## config.mk

```make
export PLATFORM = sky130hd
export DESIGN_NAME = pfh_host
export DESIGN_NICKNAME = d
export VERILOG_FILES = /design/src/rtl/pfh_pkg.sv /design/src/rtl/pfh_tmr_if.sv /design/src/rtl/pfh_timer.sv /design/src/rtl/pfh_host.sv
export VERILOG_INCLUDE_DIRS = /design/src /design/src/rtl
export SDC_FILE = /design/constraint.sdc
export NUM_CORES = 1
export LEC_CHECK = 0
export BUFFER_PORTS_ARGS = -buffer_cell sky130_fd_sc_hd__buf_4
export CORE_ASPECT_RATIO = 0.9
export CORE_UTILIZATION = 45
export CTS_CLUSTER_SIZE = 40
export DETAILED_ROUTE_END_ITERATION = 6
export SYNTH_ARGS = -nofsm -noshare
export SYNTH_HDL_FRONTEND = slang
export SYNTH_HIERARCHICAL = 1
export SYNTH_SLANG_ARGS = --single-unit
```

## constraint.sdc

```tcl
create_clock -name ref_clk -period 9.4 [get_ports ref_clk]
set_input_delay 0.47 -clock ref_clk [delete_from_list [all_inputs] [get_ports ref_clk]]
set_output_delay 0.47 -clock ref_clk [all_outputs]
set_load 0.05 [all_outputs]
```

## src/rtl/pfh_map.svh

```systemverilog
`ifndef PFH_MAP_SVH
`define PFH_MAP_SVH

// ************************************************************
// Clock rate and conversion of times to whole cycles
// ************************************************************
`define PFH_CLK_MHZ        40
// Least times round up to whole cycles
`define PFH_CYC_UP(ns)     ((((ns) * `PFH_CLK_MHZ) + 999) / 1000)

// ************************************************************
// Flash timing figures in nanoseconds
// ************************************************************
`define PFH_T_RP_NS        500
`define PFH_T_READY_NS     20000
`define PFH_T_RH_NS        50
`define PFH_T_RPD_NS       20000
`define PFH_T_FLQZ_NS      30
`define PFH_T_FHQV_NS      120
`define PFH_T_WC_NS        70
`define PFH_T_WP_NS        35
`define PFH_T_WPH_NS       30
`define PFH_T_BUSY_NS      90
`define PFH_T_RSP_NS       4000
`define PFH_T_VIDR_NS      500
`define PFH_T_ACC_NS       70

// ************************************************************
// Derived cycle counts
// ************************************************************
`define PFH_C_RP           `PFH_CYC_UP(`PFH_T_RP_NS)
`define PFH_C_RPD          `PFH_CYC_UP(`PFH_T_RPD_NS)
`define PFH_C_RH           `PFH_CYC_UP(`PFH_T_RH_NS)
`define PFH_C_READY_REC    (`PFH_CYC_UP(`PFH_T_READY_NS) - `PFH_C_RP)
`define PFH_C_FLQZ         `PFH_CYC_UP(`PFH_T_FLQZ_NS)
`define PFH_C_FHQV         `PFH_CYC_UP(`PFH_T_FHQV_NS)
`define PFH_C_WC           `PFH_CYC_UP(`PFH_T_WC_NS)
`define PFH_C_WP           `PFH_CYC_UP(`PFH_T_WP_NS)
`define PFH_C_WPH          `PFH_CYC_UP(`PFH_T_WPH_NS)
`define PFH_C_BUSY         `PFH_CYC_UP(`PFH_T_BUSY_NS)
`define PFH_C_RSP          `PFH_CYC_UP(`PFH_T_RSP_NS)
`define PFH_C_VIDR         `PFH_CYC_UP(`PFH_T_VIDR_NS)
`define PFH_C_ACC          `PFH_CYC_UP(`PFH_T_ACC_NS)
// Extra cycles for the data synchroniser and one gap between reads
`define PFH_C_SYNC         3
`define PFH_C_GAP          1

// ************************************************************
// Register word offsets
// ************************************************************
`define PFH_REG_CTRL       3'h0
`define PFH_REG_ADDR       3'h1
`define PFH_REG_WDATA      3'h2
`define PFH_REG_RDATA      3'h3
`define PFH_REG_STATUS     3'h4
`define PFH_REG_TIM0       3'h5
`define PFH_REG_TIM1       3'h6

// ************************************************************
// Field positions
// ************************************************************
`define PFH_CTRL_BYTE      4
`define PFH_CTRL_STBY      5
`define PFH_CTRL_FORCE     6
`define PFH_ST_BUSY        0
`define PFH_ST_ERR         1
`define PFH_ST_READY       2
`define PFH_ST_TOG         3
`define PFH_ST_ESTOG       4
`define PFH_ST_HV          5
`define PFH_ST_BYTE        6
`define PFH_DQ_TOG         6
`define PFH_DQ_ESTOG       2
`define PFH_ADDR_B6        6
`define PFH_ADDR_B1        1
`define PFH_ADDR_B0        0

`endif

```

## src/rtl/pfh_pkg.sv

```systemverilog
package pfh_pkg;

  // Controller states, one-hot
  typedef enum logic [10:0] {
    PFH_IDLE      = 11'b000_0000_0001,
    PFH_RD        = 11'b000_0000_0010,
    PFH_GAP       = 11'b000_0000_0100,
    PFH_WR_LO     = 11'b000_0000_1000,
    PFH_WR_HI     = 11'b000_0001_0000,
    PFH_RST_LO    = 11'b000_0010_0000,
    PFH_RST_HI    = 11'b000_0100_0000,
    PFH_BUSY_WAIT = 11'b000_1000_0000,
    PFH_RDY_WAIT  = 11'b001_0000_0000,
    PFH_HV_WAIT   = 11'b010_0000_0000,
    PFH_BYTE_WAIT = 11'b100_0000_0000
  } pfh_state_t;

  // Command codes in the control register
  typedef enum logic [3:0] {
    PFH_CMD_NOP    = 4'h0,
    PFH_CMD_READ   = 4'h1,
    PFH_CMD_WRITE  = 4'h2,
    PFH_CMD_RESET  = 4'h3,
    PFH_CMD_WAIT   = 4'h4,
    PFH_CMD_POLL   = 4'h5,
    PFH_CMD_HV_ON  = 4'h6,
    PFH_CMD_HV_OFF = 4'h7,
    PFH_CMD_PROT   = 4'h8,
    PFH_CMD_UNPROT = 4'h9,
    PFH_CMD_WIDTH  = 4'hA
  } pfh_cmd_t;

endpackage : pfh_pkg

```

## src/rtl/pfh_tmr_if.sv

```systemverilog
interface pfh_tmr_if;
  logic        load;
  logic [11:0] value;
  logic        expired;

  // Controller side loads, timer side reports
  modport ctl (output load, output value, input expired);
  modport tmr (input load, input value, output expired);
endinterface : pfh_tmr_if

```

## src/rtl/pfh_timer.sv

```systemverilog
module pfh_timer (
  // Clock and reset
  input  wire logic ref_clk,
  input  wire logic sys_rst,
  // Load and expiry
  pfh_tmr_if.tmr    tif
);
  import pfh_pkg::*;

  logic [11:0] cnt_ff;

  // Down counter, reloaded on demand and parked at zero
  always_ff @(posedge ref_clk)
  begin
    if (sys_rst)
      cnt_ff <= 12'h000;
    else if (tif.load)
      cnt_ff <= tif.value;
    else if (cnt_ff != 12'h000)
      cnt_ff <= cnt_ff - 12'h001;
  end

  // A pending load hides a stale zero
  assign tif.expired = (cnt_ff == 12'h000) && !tif.load;

endmodule // pfh_timer

```

## src/rtl/pfh_host.sv

```systemverilog
// The placing of the registers and the Avalon-MM interface to the registers were decided locally.
`include "pfh_map.svh"

module pfh_host (
  // Clock and reset
  input  wire logic              ref_clk,
  input  wire logic              sys_rst,
  // Avalon-MM slave
  input  wire logic [2:0]        avs_address,
  input  wire logic              avs_read,
  input  wire logic              avs_write,
  input  wire logic [31:0]       avs_writedata,
  output logic      [31:0]       avs_readdata,
  output logic                   avs_waitrequest,
  // Flash address, data and strobes
  output logic      [20:0]       fl_addr,
  input  wire logic [15:0]       fl_dq_i,
  output logic      [15:0]       fl_dq_o,
  output logic                   fl_dq_oe,
  output logic                   fl_ce_n,
  output logic                   fl_oe_n,
  output logic                   fl_we_n,
  output logic                   fl_byte_n,
  output logic                   fl_reset_n,
  output logic                   fl_hv_en,
  input  wire logic              fl_done_flag_n,
  // Controller state for observation
  output pfh_pkg::pfh_state_t    fsm_state
);
  import pfh_pkg::*;

  // ************************************************************
  // Declarations
  // ************************************************************
  pfh_tmr_if   tif ();
  pfh_state_t  state_ff;
  logic        ack_ff;
  logic        acc_wr;
  logic [20:0] addr_ff;
  logic [15:0] wdata_ff;
  logic [15:0] rdata_ff;
  logic [23:0] tim0_ff;
  logic [23:0] tim1_ff;
  logic        err_ff;
  logic        tog_ff;
  logic        estog_ff;
  logic        poll_ff;
  logic        second_ff;
  logic        busy_at_ff;
  logic        stby_ff;
  logic        diff_tog_ff;
  logic        diff_es_ff;
  logic        diff_vld_ff;
  logic        load_ff;
  logic [11:0] value_ff;
  logic [15:0] dq_s1_ff;
  logic [15:0] dq_s2_ff;
  logic [15:0] dq_s3_ff;
  logic        rdy_s1_ff;
  logic        rdy_s2_ff;
  logic        rdy_s3_ff;
  logic        rdy_ff;
  logic        go;
  logic        go_ok;
  logic        go_bad;
  pfh_cmd_t    cmd;
  logic [3:0]  t_wp;
  logic [3:0]  t_wph;
  logic [3:0]  t_acc;

  // ************************************************************
  // Timer
  // ************************************************************
  assign tif.load  = load_ff;
  assign tif.value = value_ff;

  pfh_timer u_timer (
    .ref_clk (ref_clk),
    .sys_rst (sys_rst),
    .tif     (tif.tmr)
  );

  // ************************************************************
  // Input synchronisers
  // ************************************************************
  // Three stages; a change counts once stages two and three agree
  always_ff @(posedge ref_clk)
  begin
    if (sys_rst)
    begin
      rdy_s1_ff <= 1'b0;
      rdy_s2_ff <= 1'b0;
      rdy_s3_ff <= 1'b0;
      rdy_ff    <= 1'b0;
      dq_s1_ff  <= 16'h0000;
      dq_s2_ff  <= 16'h0000;
      dq_s3_ff  <= 16'h0000;
    end
    else
    begin
      rdy_s1_ff <= fl_done_flag_n;
      rdy_s2_ff <= rdy_s1_ff;
      rdy_s3_ff <= rdy_s2_ff;
      dq_s1_ff  <= fl_dq_i;
      dq_s2_ff  <= dq_s1_ff;
      dq_s3_ff  <= dq_s2_ff;
      if (rdy_s2_ff == rdy_s3_ff)
        rdy_ff <= rdy_s3_ff;
    end
  end

  // ************************************************************
  // Avalon-MM slave
  // ************************************************************
  // One wait cycle on every access keeps read data registered
  assign avs_waitrequest = (avs_read || avs_write) && !ack_ff;
  assign acc_wr          = avs_write && ack_ff;

  always_ff @(posedge ref_clk)
  begin
    if (sys_rst)
      ack_ff <= 1'b0;
    else
      ack_ff <= (avs_read || avs_write) && !ack_ff;
  end

  // Read mux; unmapped words read zero
  always_ff @(posedge ref_clk)
  begin
    if (sys_rst)
      avs_readdata <= 32'h0000_0000;
    else
    begin
      unique case (avs_address)
        `PFH_REG_CTRL:   avs_readdata <= 32'h0000_0000;
        `PFH_REG_ADDR:   avs_readdata <= {11'h000, addr_ff};
        `PFH_REG_WDATA:  avs_readdata <= {16'h0000, wdata_ff};
        `PFH_REG_RDATA:  avs_readdata <= {16'h0000, rdata_ff};
        `PFH_REG_STATUS: avs_readdata <= {25'h000_0000, !fl_byte_n,
                                          fl_hv_en, estog_ff, tog_ff,
                                          rdy_ff, err_ff,
                                          state_ff != PFH_IDLE};
        `PFH_REG_TIM0:   avs_readdata <= {8'h00, tim0_ff};
        `PFH_REG_TIM1:   avs_readdata <= {8'h00, tim1_ff};
        default:         avs_readdata <= 32'h0000_0000;
      endcase
    end
  end

  // ************************************************************
  // Command launch
  // ************************************************************
  assign cmd = pfh_cmd_t'(avs_writedata[3:0]);
  assign go  = acc_wr && (avs_address == `PFH_REG_CTRL)
               && (cmd != PFH_CMD_NOP);
  // Writes while the flash works are refused unless forced,
  // the force bit leaves room for suspend and reset commands
  assign go_bad = go && ((state_ff != PFH_IDLE)
                  || ((cmd == PFH_CMD_WRITE) && !rdy_ff
                      && !avs_writedata[`PFH_CTRL_FORCE]));
  assign go_ok  = go && !go_bad;

  // Timing fields, all software programmable
  assign t_wp  = tim0_ff[15:12];
  assign t_wph = tim0_ff[19:16];
  assign t_acc = tim0_ff[23:20];

  // ************************************************************
  // Configuration and sticky status
  // ************************************************************
  always_ff @(posedge ref_clk)
  begin
    if (sys_rst)
    begin
      addr_ff  <= 21'h00_0000;
      wdata_ff <= 16'h0000;
      tim0_ff  <= {4'(`PFH_C_ACC), 4'(`PFH_C_WPH), 4'(`PFH_C_WP),
                   12'(`PFH_C_RP)};
      tim1_ff  <= {12'(`PFH_C_RSP), 12'(`PFH_C_READY_REC)};
    end
    else if (acc_wr)
    begin
      if (avs_address == `PFH_REG_ADDR)
        addr_ff <= avs_writedata[20:0];
      if (avs_address == `PFH_REG_WDATA)
        wdata_ff <= avs_writedata[15:0];
      if (avs_address == `PFH_REG_TIM0)
        tim0_ff <= avs_writedata[23:0];
      if (avs_address == `PFH_REG_TIM1)
        tim1_ff <= avs_writedata[23:0];
    end
  end

  // Write one to clear; a fresh event in the same cycle wins
  always_ff @(posedge ref_clk)
  begin
    if (sys_rst)
    begin
      err_ff   <= 1'b0;
      tog_ff   <= 1'b0;
      estog_ff <= 1'b0;
    end
    else
    begin
      if (go_bad)
        err_ff <= 1'b1;
      else if (acc_wr && (avs_address == `PFH_REG_STATUS)
               && avs_writedata[`PFH_ST_ERR])
        err_ff <= 1'b0;
      if (diff_vld_ff && diff_tog_ff)
        tog_ff <= 1'b1;
      else if (acc_wr && (avs_address == `PFH_REG_STATUS)
               && avs_writedata[`PFH_ST_TOG])
        tog_ff <= 1'b0;
      if (diff_vld_ff && diff_es_ff)
        estog_ff <= 1'b1;
      else if (acc_wr && (avs_address == `PFH_REG_STATUS)
               && avs_writedata[`PFH_ST_ESTOG])
        estog_ff <= 1'b0;
    end
  end

  // ************************************************************
  // Pin sequencer
  // ************************************************************
  // Every phase lasts its loaded count plus two cycles, so the
  // pins always err on the long side of each least time
  always_ff @(posedge ref_clk)
  begin
    if (sys_rst)
    begin
      state_ff    <= PFH_IDLE;
      load_ff     <= 1'b0;
      value_ff    <= 12'h000;
      fl_addr     <= 21'h00_0000;
      fl_dq_o     <= 16'h0000;
      fl_dq_oe    <= 1'b0;
      fl_ce_n     <= 1'b1;
      fl_oe_n     <= 1'b1;
      fl_we_n     <= 1'b1;
      fl_byte_n   <= 1'b1;
      fl_reset_n  <= 1'b1;
      fl_hv_en    <= 1'b0;
      rdata_ff    <= 16'h0000;
      poll_ff     <= 1'b0;
      second_ff   <= 1'b0;
      busy_at_ff  <= 1'b0;
      stby_ff     <= 1'b0;
      diff_tog_ff <= 1'b0;
      diff_es_ff  <= 1'b0;
      diff_vld_ff <= 1'b0;
    end
    else
    begin
      load_ff     <= 1'b0;
      diff_vld_ff <= 1'b0;
      unique case (state_ff)
        PFH_IDLE:
        begin
          // A command launches at once: no delay after ready
          if (go_ok)
          begin
            load_ff <= 1'b1;
            unique case (cmd)
              PFH_CMD_READ, PFH_CMD_POLL:
              begin
                poll_ff   <= (cmd == PFH_CMD_POLL);
                second_ff <= 1'b0;
                fl_addr   <= addr_ff;
                fl_ce_n   <= 1'b0;
                fl_oe_n   <= 1'b0;
                value_ff  <= 12'(t_acc) + 12'(`PFH_C_SYNC);
                state_ff  <= PFH_RD;
              end
              PFH_CMD_WRITE, PFH_CMD_PROT, PFH_CMD_UNPROT:
              begin
                fl_addr <= addr_ff;
                if (cmd != PFH_CMD_WRITE)
                begin
                  fl_addr[`PFH_ADDR_B1] <= 1'b1;
                  fl_addr[`PFH_ADDR_B0] <= 1'b0;
                  fl_addr[`PFH_ADDR_B6] <=
                    (cmd == PFH_CMD_UNPROT);
                end
                // Output gate already high, so no read recovery
                fl_dq_o  <= wdata_ff;
                fl_dq_oe <= 1'b1;
                fl_ce_n  <= 1'b0;
                fl_we_n  <= 1'b0;
                value_ff <= 12'(t_wp);
                state_ff <= PFH_WR_LO;
              end
              PFH_CMD_RESET:
              begin
                // Remember whether an algorithm was under way
                busy_at_ff <= !rdy_ff;
                stby_ff    <= avs_writedata[`PFH_CTRL_STBY];
                fl_reset_n <= 1'b0;
                if (avs_writedata[`PFH_CTRL_STBY])
                  value_ff <= 12'(`PFH_C_RPD);
                else
                  value_ff <= tim0_ff[11:0];
                state_ff   <= PFH_RST_LO;
              end
              PFH_CMD_WAIT:
              begin
                value_ff <= 12'(`PFH_C_BUSY);
                state_ff <= PFH_BUSY_WAIT;
              end
              PFH_CMD_HV_ON:
              begin
                fl_hv_en <= 1'b1;
                value_ff <= tim1_ff[23:12];
                state_ff <= PFH_HV_WAIT;
              end
              PFH_CMD_HV_OFF:
              begin
                fl_hv_en <= 1'b0;
                value_ff <= 12'(`PFH_C_VIDR);
                state_ff <= PFH_HV_WAIT;
              end
              PFH_CMD_WIDTH:
              begin
                // Changed only while chip select is high
                fl_byte_n <= !avs_writedata[`PFH_CTRL_BYTE];
                if (avs_writedata[`PFH_CTRL_BYTE])
                  value_ff <= 12'(`PFH_C_FLQZ);
                else
                  value_ff <= 12'(`PFH_C_FHQV);
                state_ff <= PFH_BYTE_WAIT;
              end
              default:
                load_ff <= 1'b0;
            endcase
          end
        end
        PFH_RD:
        begin
          // Data settled long before, so stages agree here
          if (tif.expired)
          begin
            rdata_ff <= dq_s3_ff;
            if (poll_ff && second_ff)
            begin
              diff_tog_ff <= rdata_ff[`PFH_DQ_TOG]
                             ^ dq_s3_ff[`PFH_DQ_TOG];
              diff_es_ff  <= rdata_ff[`PFH_DQ_ESTOG]
                             ^ dq_s3_ff[`PFH_DQ_ESTOG];
              diff_vld_ff <= 1'b1;
            end
            // Both strobes rise between status reads
            fl_ce_n  <= 1'b1;
            fl_oe_n  <= 1'b1;
            load_ff  <= 1'b1;
            value_ff <= 12'(`PFH_C_GAP);
            state_ff <= PFH_GAP;
          end
        end
        PFH_GAP:
        begin
          if (tif.expired)
          begin
            if (poll_ff && !second_ff)
            begin
              second_ff <= 1'b1;
              fl_ce_n   <= 1'b0;
              fl_oe_n   <= 1'b0;
              load_ff   <= 1'b1;
              value_ff  <= 12'(t_acc) + 12'(`PFH_C_SYNC);
              state_ff  <= PFH_RD;
            end
            else
              state_ff <= PFH_IDLE;
          end
        end
        PFH_WR_LO:
        begin
          if (tif.expired)
          begin
            fl_we_n <= 1'b1;
            load_ff <= 1'b1;
            // Stretch the high phase so the cycle meets its minimum
            if ((5'(t_wp) + 5'(t_wph)) < 5'(`PFH_C_WC))
              value_ff <= 12'(`PFH_C_WC) - 12'(t_wp);
            else
              value_ff <= 12'(t_wph);
            state_ff <= PFH_WR_HI;
          end
        end
        PFH_WR_HI:
        begin
          if (tif.expired)
          begin
            fl_ce_n  <= 1'b1;
            fl_dq_oe <= 1'b0;
            state_ff <= PFH_IDLE;
          end
        end
        PFH_RST_LO:
        begin
          if (tif.expired)
          begin
            fl_reset_n <= 1'b1;
            load_ff    <= 1'b1;
            // An aborted algorithm needs the long recovery
            if (busy_at_ff && !stby_ff)
              value_ff <= tim1_ff[11:0];
            else
              value_ff <= 12'(`PFH_C_RH);
            state_ff <= PFH_RST_HI;
          end
        end
        PFH_RST_HI:
        begin
          if (tif.expired)
            state_ff <= PFH_IDLE;
        end
        PFH_BUSY_WAIT:
        begin
          // Flash ready flag is not trusted before this point
          if (tif.expired)
            state_ff <= PFH_RDY_WAIT;
        end
        PFH_RDY_WAIT:
        begin
          // Program or erase may run for seconds; no timeout here
          if (rdy_ff)
            state_ff <= PFH_IDLE;
        end
        PFH_HV_WAIT, PFH_BYTE_WAIT:
        begin
          if (tif.expired)
            state_ff <= PFH_IDLE;
        end
        default:
          state_ff <= PFH_IDLE;
      endcase
    end
  end

  assign fsm_state = state_ff;

endmodule // pfh_host

```

== Word level (Yosys, flattened, before mapping) ==
Cells that the tools add are included.

* Register bits: 276
* Memories kept: 0
* Bits in writable memories: 0
* Bits in read-only memories: 0
* Latch bits: 0

* Div/mod/pow operators: 0
* Reductions and logical operators: 75
* $mul: 0
* Shift operators: 0
* $add $sub $neg: 4
* Multiplexer cells: 65
* Equality and inequality tests: 47
* Bitwise logic cells: 4
* $lt $le $gt $ge: 1

{| class="wikitable"
|+ Operators by type and width
! operator !! count
|-
| 24-bit one-hot mux with 6 select lines || 1
|-
| 12-bit two-way mux || 11
|-
| 11-bit two-way mux || 8
|-
| 11-bit one-hot mux with 8 select lines || 1
|-
| 12-bit one-hot mux with 7 select lines || 1
|-
| 11-bit one-hot mux with 6 select lines || 1
|-
| 12-bit one-hot mux with 5 select lines || 1
|-
| 21-bit one-hot mux with 2 select lines || 1
|-
| 1-bit two-way mux || 29
|-
| 3-bit AND reduction || 7
|-
| 2-bit inequality test, second input constant || 10
|-
| 2-bit nonzero test || 10
|-
| 1-bit logical AND || 18
|-
| 4-bit by 3-bit equality test with 1-bit output, second input constant || 4
|-
| 4-bit equality test, second input constant || 3
|-
| 12-bit zero test || 1
|-
| 4-bit AND reduction || 3
|-
| 6-bit AND reduction || 2
|-
| 12-bit nonzero test || 1
|-
| 12-bit by 1-bit subtractor with 12-bit output, second input constant || 1
|-
| 11-bit by 1-bit equality test with 1-bit output, second input constant || 1
|-
| 11-bit by 10-bit equality test with 1-bit output, second input constant || 1
|-
| 11-bit equality test, second input constant || 1
|-
| 11-bit by 2-bit equality test with 1-bit output, second input constant || 1
|-
| 43 further kinds || 78
|}

== Depth between registers and ports, before layout ==
* Word-level depth: 9
* Depth in mapped cells: 12
* Depth with buffers taken out: 10

== Hierarchy ==
Netlist, hierarchy kept.

{| class="wikitable"
|+ By module, submodules not included
! module !! instances !! cells an instance !! area an instance (sq um)
|-
| pfh_host || 1 || 1283 || 10745.3
|-
| pfh_timer || 1 || 73 || 676.9
|}

== Worst setup path after synthesis ==
No wires, ideal clock.

* Path kind: register -> register
* From: register u_timer.cnt_ff[1]
* To: register state_ff[1], in the netlist fsm_state[1]
* Arrival: 2.986 ns
* Clock period less this slack: 3.056 ns
* Buffers on the path: 1
* Slack: 6.344 ns
* Data required time: 9.330 ns
* Stages on the path, launching flop included: 12
* Cell sequence: dfxtp_1 > inv_1 > ha_1 > or4b_2 > nor4_4 > clkbuf_1 > nor3_1 > o211ai_1 > a311oi_1 > or4_4 > or3_1 > a21oi_1

* Word-level cells in the longest chain between the ends: 4
* Elaborated cells between the ends (all ways): 9
* Those cells by class: 6 x eq/ne; 3 x reduce/logical

{| class="wikitable"
|+ RTL lines
! what !! line !! text
|-
| start, declared || pfh_timer.sv:10 || <nowiki>logic [11:0] cnt_ff;</nowiki>
|-
| start signal, assigned || pfh_timer.sv:18 || <nowiki>cnt_ff <= tif.value;</nowiki>
|-
| start signal, assigned || pfh_timer.sv:20 || <nowiki>cnt_ff <= cnt_ff - 12'h001;</nowiki>
|-
| 12-bit zero test (*) || pfh_timer.sv:24 || <nowiki>assign tif.expired = (cnt_ff == 12'h000) && !tif.load;</nowiki>
|-
| 1-bit logical AND (*) || pfh_timer.sv:24 ||
|-
| named net tif.expired || pfh_tmr_if.sv:4 || <nowiki>logic expired;</nowiki>
|-
| 2-bit inequality test (no source line) or 2-bit by 1-bit inequality test with 1-bit output (tied branches) || n/a ||
|-
| 9-bit AND reduction (no source line) (*) || n/a ||
|-
| end signal, assigned || pfh_host.sv:232 || <nowiki>state_ff <= PFH_IDLE;</nowiki>
|-
| end signal, assigned || pfh_host.sv:273 || <nowiki>state_ff <= PFH_RD;</nowiki>
|-
| end signal, assigned || pfh_host.sv:291 || <nowiki>state_ff <= PFH_WR_LO;</nowiki>
|-
| end, declared || pfh_host.sv:36 || <nowiki>pfh_state_t state_ff;</nowiki>
|}

The timed path passes the listed nets; every way through them passes the cells marked *.
A chain may end at the register's enable or synchronous reset.

== Final worst setup path ==
* From: register load_ff
* To: register state_ff[1], in the netlist fsm_state[1]

* Word-level cells in the longest chain between the ends: 4
* Elaborated cells between the ends (all ways): 9
* Those cells by class: 6 x eq/ne; 3 x reduce/logical

{| class="wikitable"
|+ RTL lines
! what !! line !! text
|-
| start, declared || pfh_host.sv:54 || <nowiki>logic load_ff;</nowiki>
|-
| start signal, assigned || pfh_host.sv:233 || <nowiki>load_ff <= 1'b0;</nowiki>
|-
| start signal, assigned || pfh_host.sv:255 || <nowiki>load_ff <= 1'b0;</nowiki>
|-
| start signal, assigned || pfh_host.sv:263 || <nowiki>load_ff <= 1'b1;</nowiki>
|-
| 1-bit zero test (*) || pfh_timer.sv:24 ||
|-
| 1-bit logical AND (*) || pfh_timer.sv:24 ||
|-
| named net tif.expired || pfh_tmr_if.sv:4 ||
|-
| 2-bit inequality test (no source line) or 2-bit by 1-bit inequality test with 1-bit output (tied branches) || n/a ||
|-
| 9-bit AND reduction (no source line) (*) || n/a ||
|}

Marked as above.

==> metrics.yaml <==
status: "finished clean"
finalWirelength_mm: 32.54
p_per_area_nw_per_um2: 221.0
synthFlopType: "dfxtp_1"
ys_warn_count: 6
grt_usage: 0.2484
postRouteAntennaNets: 0
critPathRequiredTime_ns: 9.88
worstSetupPathType: "reg2reg"
clkLatencyLatePin_ns: 0.56
crit_arrival_ns: 3.78
start_util: 0.4644
wire_per_inst_um: 18.29
grt_pass1_wl_mm: 50.68
clk_path_buf_depth: 3
ys_types: 82
drive_above_1_share: 0.1615
maxSlewHeadroom: 0.2680
timing.final.crit_share: 0.3513
gp_congestion: 0.8941
worst_pin_slew_ns: 1.098
tns_ns: 0
die_y_um: 153.1
ys_seq_elements: 268
intPower_uw: 2114
synthToLayoutAreaGrowth_pct: 17.10
p_clk_frac: 0.402
cts.sinks: 268
cts_tree: "done"
hold_ws_ns: 0.1162
dr.pass1.iters: 5
hold_violations: 0
netlist_instances: 1356
cts_resized: 0
hold_buffers: 0
nets: 1486
grt_max_degree: 105
final_common_cell: "nand2_1"
syn_area_um2: 11420
num_antenna_cells: 0
route.vias.total: 9728
swShare: 0.2850
clkSlewWorstSetupHoldPaths_ns: 0.06
crit_path_start_kind: "flip-flop"
htreeDepth: 1
synth_edf_count: 0
max_freq_ghz: 0.3028
fp.dieArea_um2: 26020
yosysSeqAreaShare: 0.4697
rsz0062_at_grt: "false"
drt_iter0_markers: 785
fin_crit_ns: 3.303
max_cap_viol_count: 0
cp_cell_sequence: "or4b_2, nor4_4, buf_4, nor4_1, nand3b_1, a311oi_1, or4_4, or3_1, a21oi_1"
drcViolationCount: 0
io_pins: 144
vdd_drop_max_uv: 183.0
grt_overflow: 0
slowest_stage: "or4b_2"
leakagePower_uw: 0.005081
cts_root_buf: "clkbuf_16"
die_w_um: 169.9
finalClockSkew_ns: 0.01553
dp_hpwl_mm: 22.76
syn_avg_cell_area_um2: 8.423
cts_buffers: 28
path_max_fanout: 24
setup_ws_ns: 6.097
io_buffer_count: 127
antenna_found_initial: 0
crit_path_end_kind: "flip-flop"
pwr-share-comb: 0.169
core_area_um2: 24590
first_global_vias: 8974
rows: 54
viasPerCell: 5.468
p_sw_uw: 842.4
slowest_delay_ns: 0.77
synth_async_sr_flop_share: 0
most-common-layout-cells: "301 x nand2_1, 268 x dfxtp_1, 173 x a21oi_1, 134 x buf_4, 97 x nor2_1"
post_cts_buffers: 0
setup_viol_count_final: 0
p_seq_frac: 0.428
dp_slack_ns: 6.107
finalMaxSlewViolations: 0
hold_path.class: "in2reg"
[cell type report]
class	count	area [µm²]
fill	2388	11220
multi-input combinational	973	5512
sequential	268	5365
timing repair buffer	135	1017
clock buffer	31	732.0
tap	336	420.4
clock inverter	21	272.8
inverter	15	56.30
[worst max-delay path: cells and delay by family (launching register included)]
| kind | cells | cell delay [ns] |
|---|---|---|
| simple gates | 6 | 2.16 |
| buf+inv | 1 | 0.28 |
| flops | 1 | 0.55 |
| compound gates | 2 | 0.22 |
[metrics by stage]
stage	util	instances	cell area, µm²	power [µW]
3_5_place_dp	0.5030	1727	12370	1787
4_1_cts	0.5439	1779	13380	2975
6_report	0.5439	1779	13380	2956
5_1_grt	0.5439	1779	13380	3086
2_1_floorplan	-	1363	11450	1680
3_3_place_gp	0.5030	1727	12370	1779
[final timing paths]
path	end	cells past startpoint	start	slack [ns]
worst max register to register	fsm_state[1]	9	load_ff	6.10
worst min-delay path	dq_s1_ff[3]	2	fl_dq_i[3]	0.12
worst max-delay path	fsm_state[1]	9	load_ff	6.10
worst min register to register	rdata_ff[12]	2	dq_s3_ff[12]	0.43
[cell families (layout without fill, tap and decap cells)]
| group | after synthesis | in the layout | share of synthesized area |
|---|---|---|---|
| AO/OA/AOI/OAI | 308 | 308 | 0.1724 |
| XOR/XNOR | 15 | 15 | 0.01150 |
| adder cells (fa/ha/maj) | 9 | 9 | 0.01052 |
| buffers and inverters | 122 | 202 | 0.05072 |
| flip-flops | 268 | 268 | 0.4697 |
| multiplexers | 43 | 43 | 0.03878 |
| other | 1 | 8 | 0.0003283 |
| AND/OR/NAND/NOR | 590 | 590 | 0.2460 |
[flip-flops by register name, indices dropped and copies added, names as in the netlist, 21 cells and up]
register	cells
avs_readdata	24
tim0_ff	24
tim1_ff	24
addr_ff	21
fl_addr	21
[power by group through the flow]
stage,Clock [µW],Combinational (µW),Sequential (µW)
after floorplan,0,395,1290
final,1190,500,1270
after global routing,1260,552,1280
after CTS,1210,499,1270
after detailed placement,0,495,1290
after global placement,0,489,1290
[synthesized netlist by cell type (12+ instances only)]
library cell / count / share of area
a211oi_1: 24 / 0.016
inv_1: 15 / 0.0049
nor2b_1: 62 / 0.034
nor3_1: 18 / 0.0079
mux2i_1: 33 / 0.029
dfxtp_1: 268 / 0.47
a21oi_1: 173 / 0.076
nand2_1: 301 / 0.099
nand3b_1: 12 / 0.0079
nand2b_1: 20 / 0.011
clkbuf_1: 72 / 0.024
a221oi_1: 18 / 0.014
nor2_1: 98 / 0.032
o21ai_0: 22 / 0.0096
[per-layer routing]
layer | GRT usage | vias up | share of wire | routed length (µm)
met1 | 0.3521 | 4612 | 0.46 | 15020
met3 | 0.04557 | 41 | 0.071 | 2298
li1 | - | 4784 | - | -
met5 | 0 | - | 0 | 0
met2 | 0.3878 | 291 | 0.45 | 14560
met4 | 0.06092 | 0 | 0.020 | 660
Note: power is estimated with default switching activity, not from simulation.
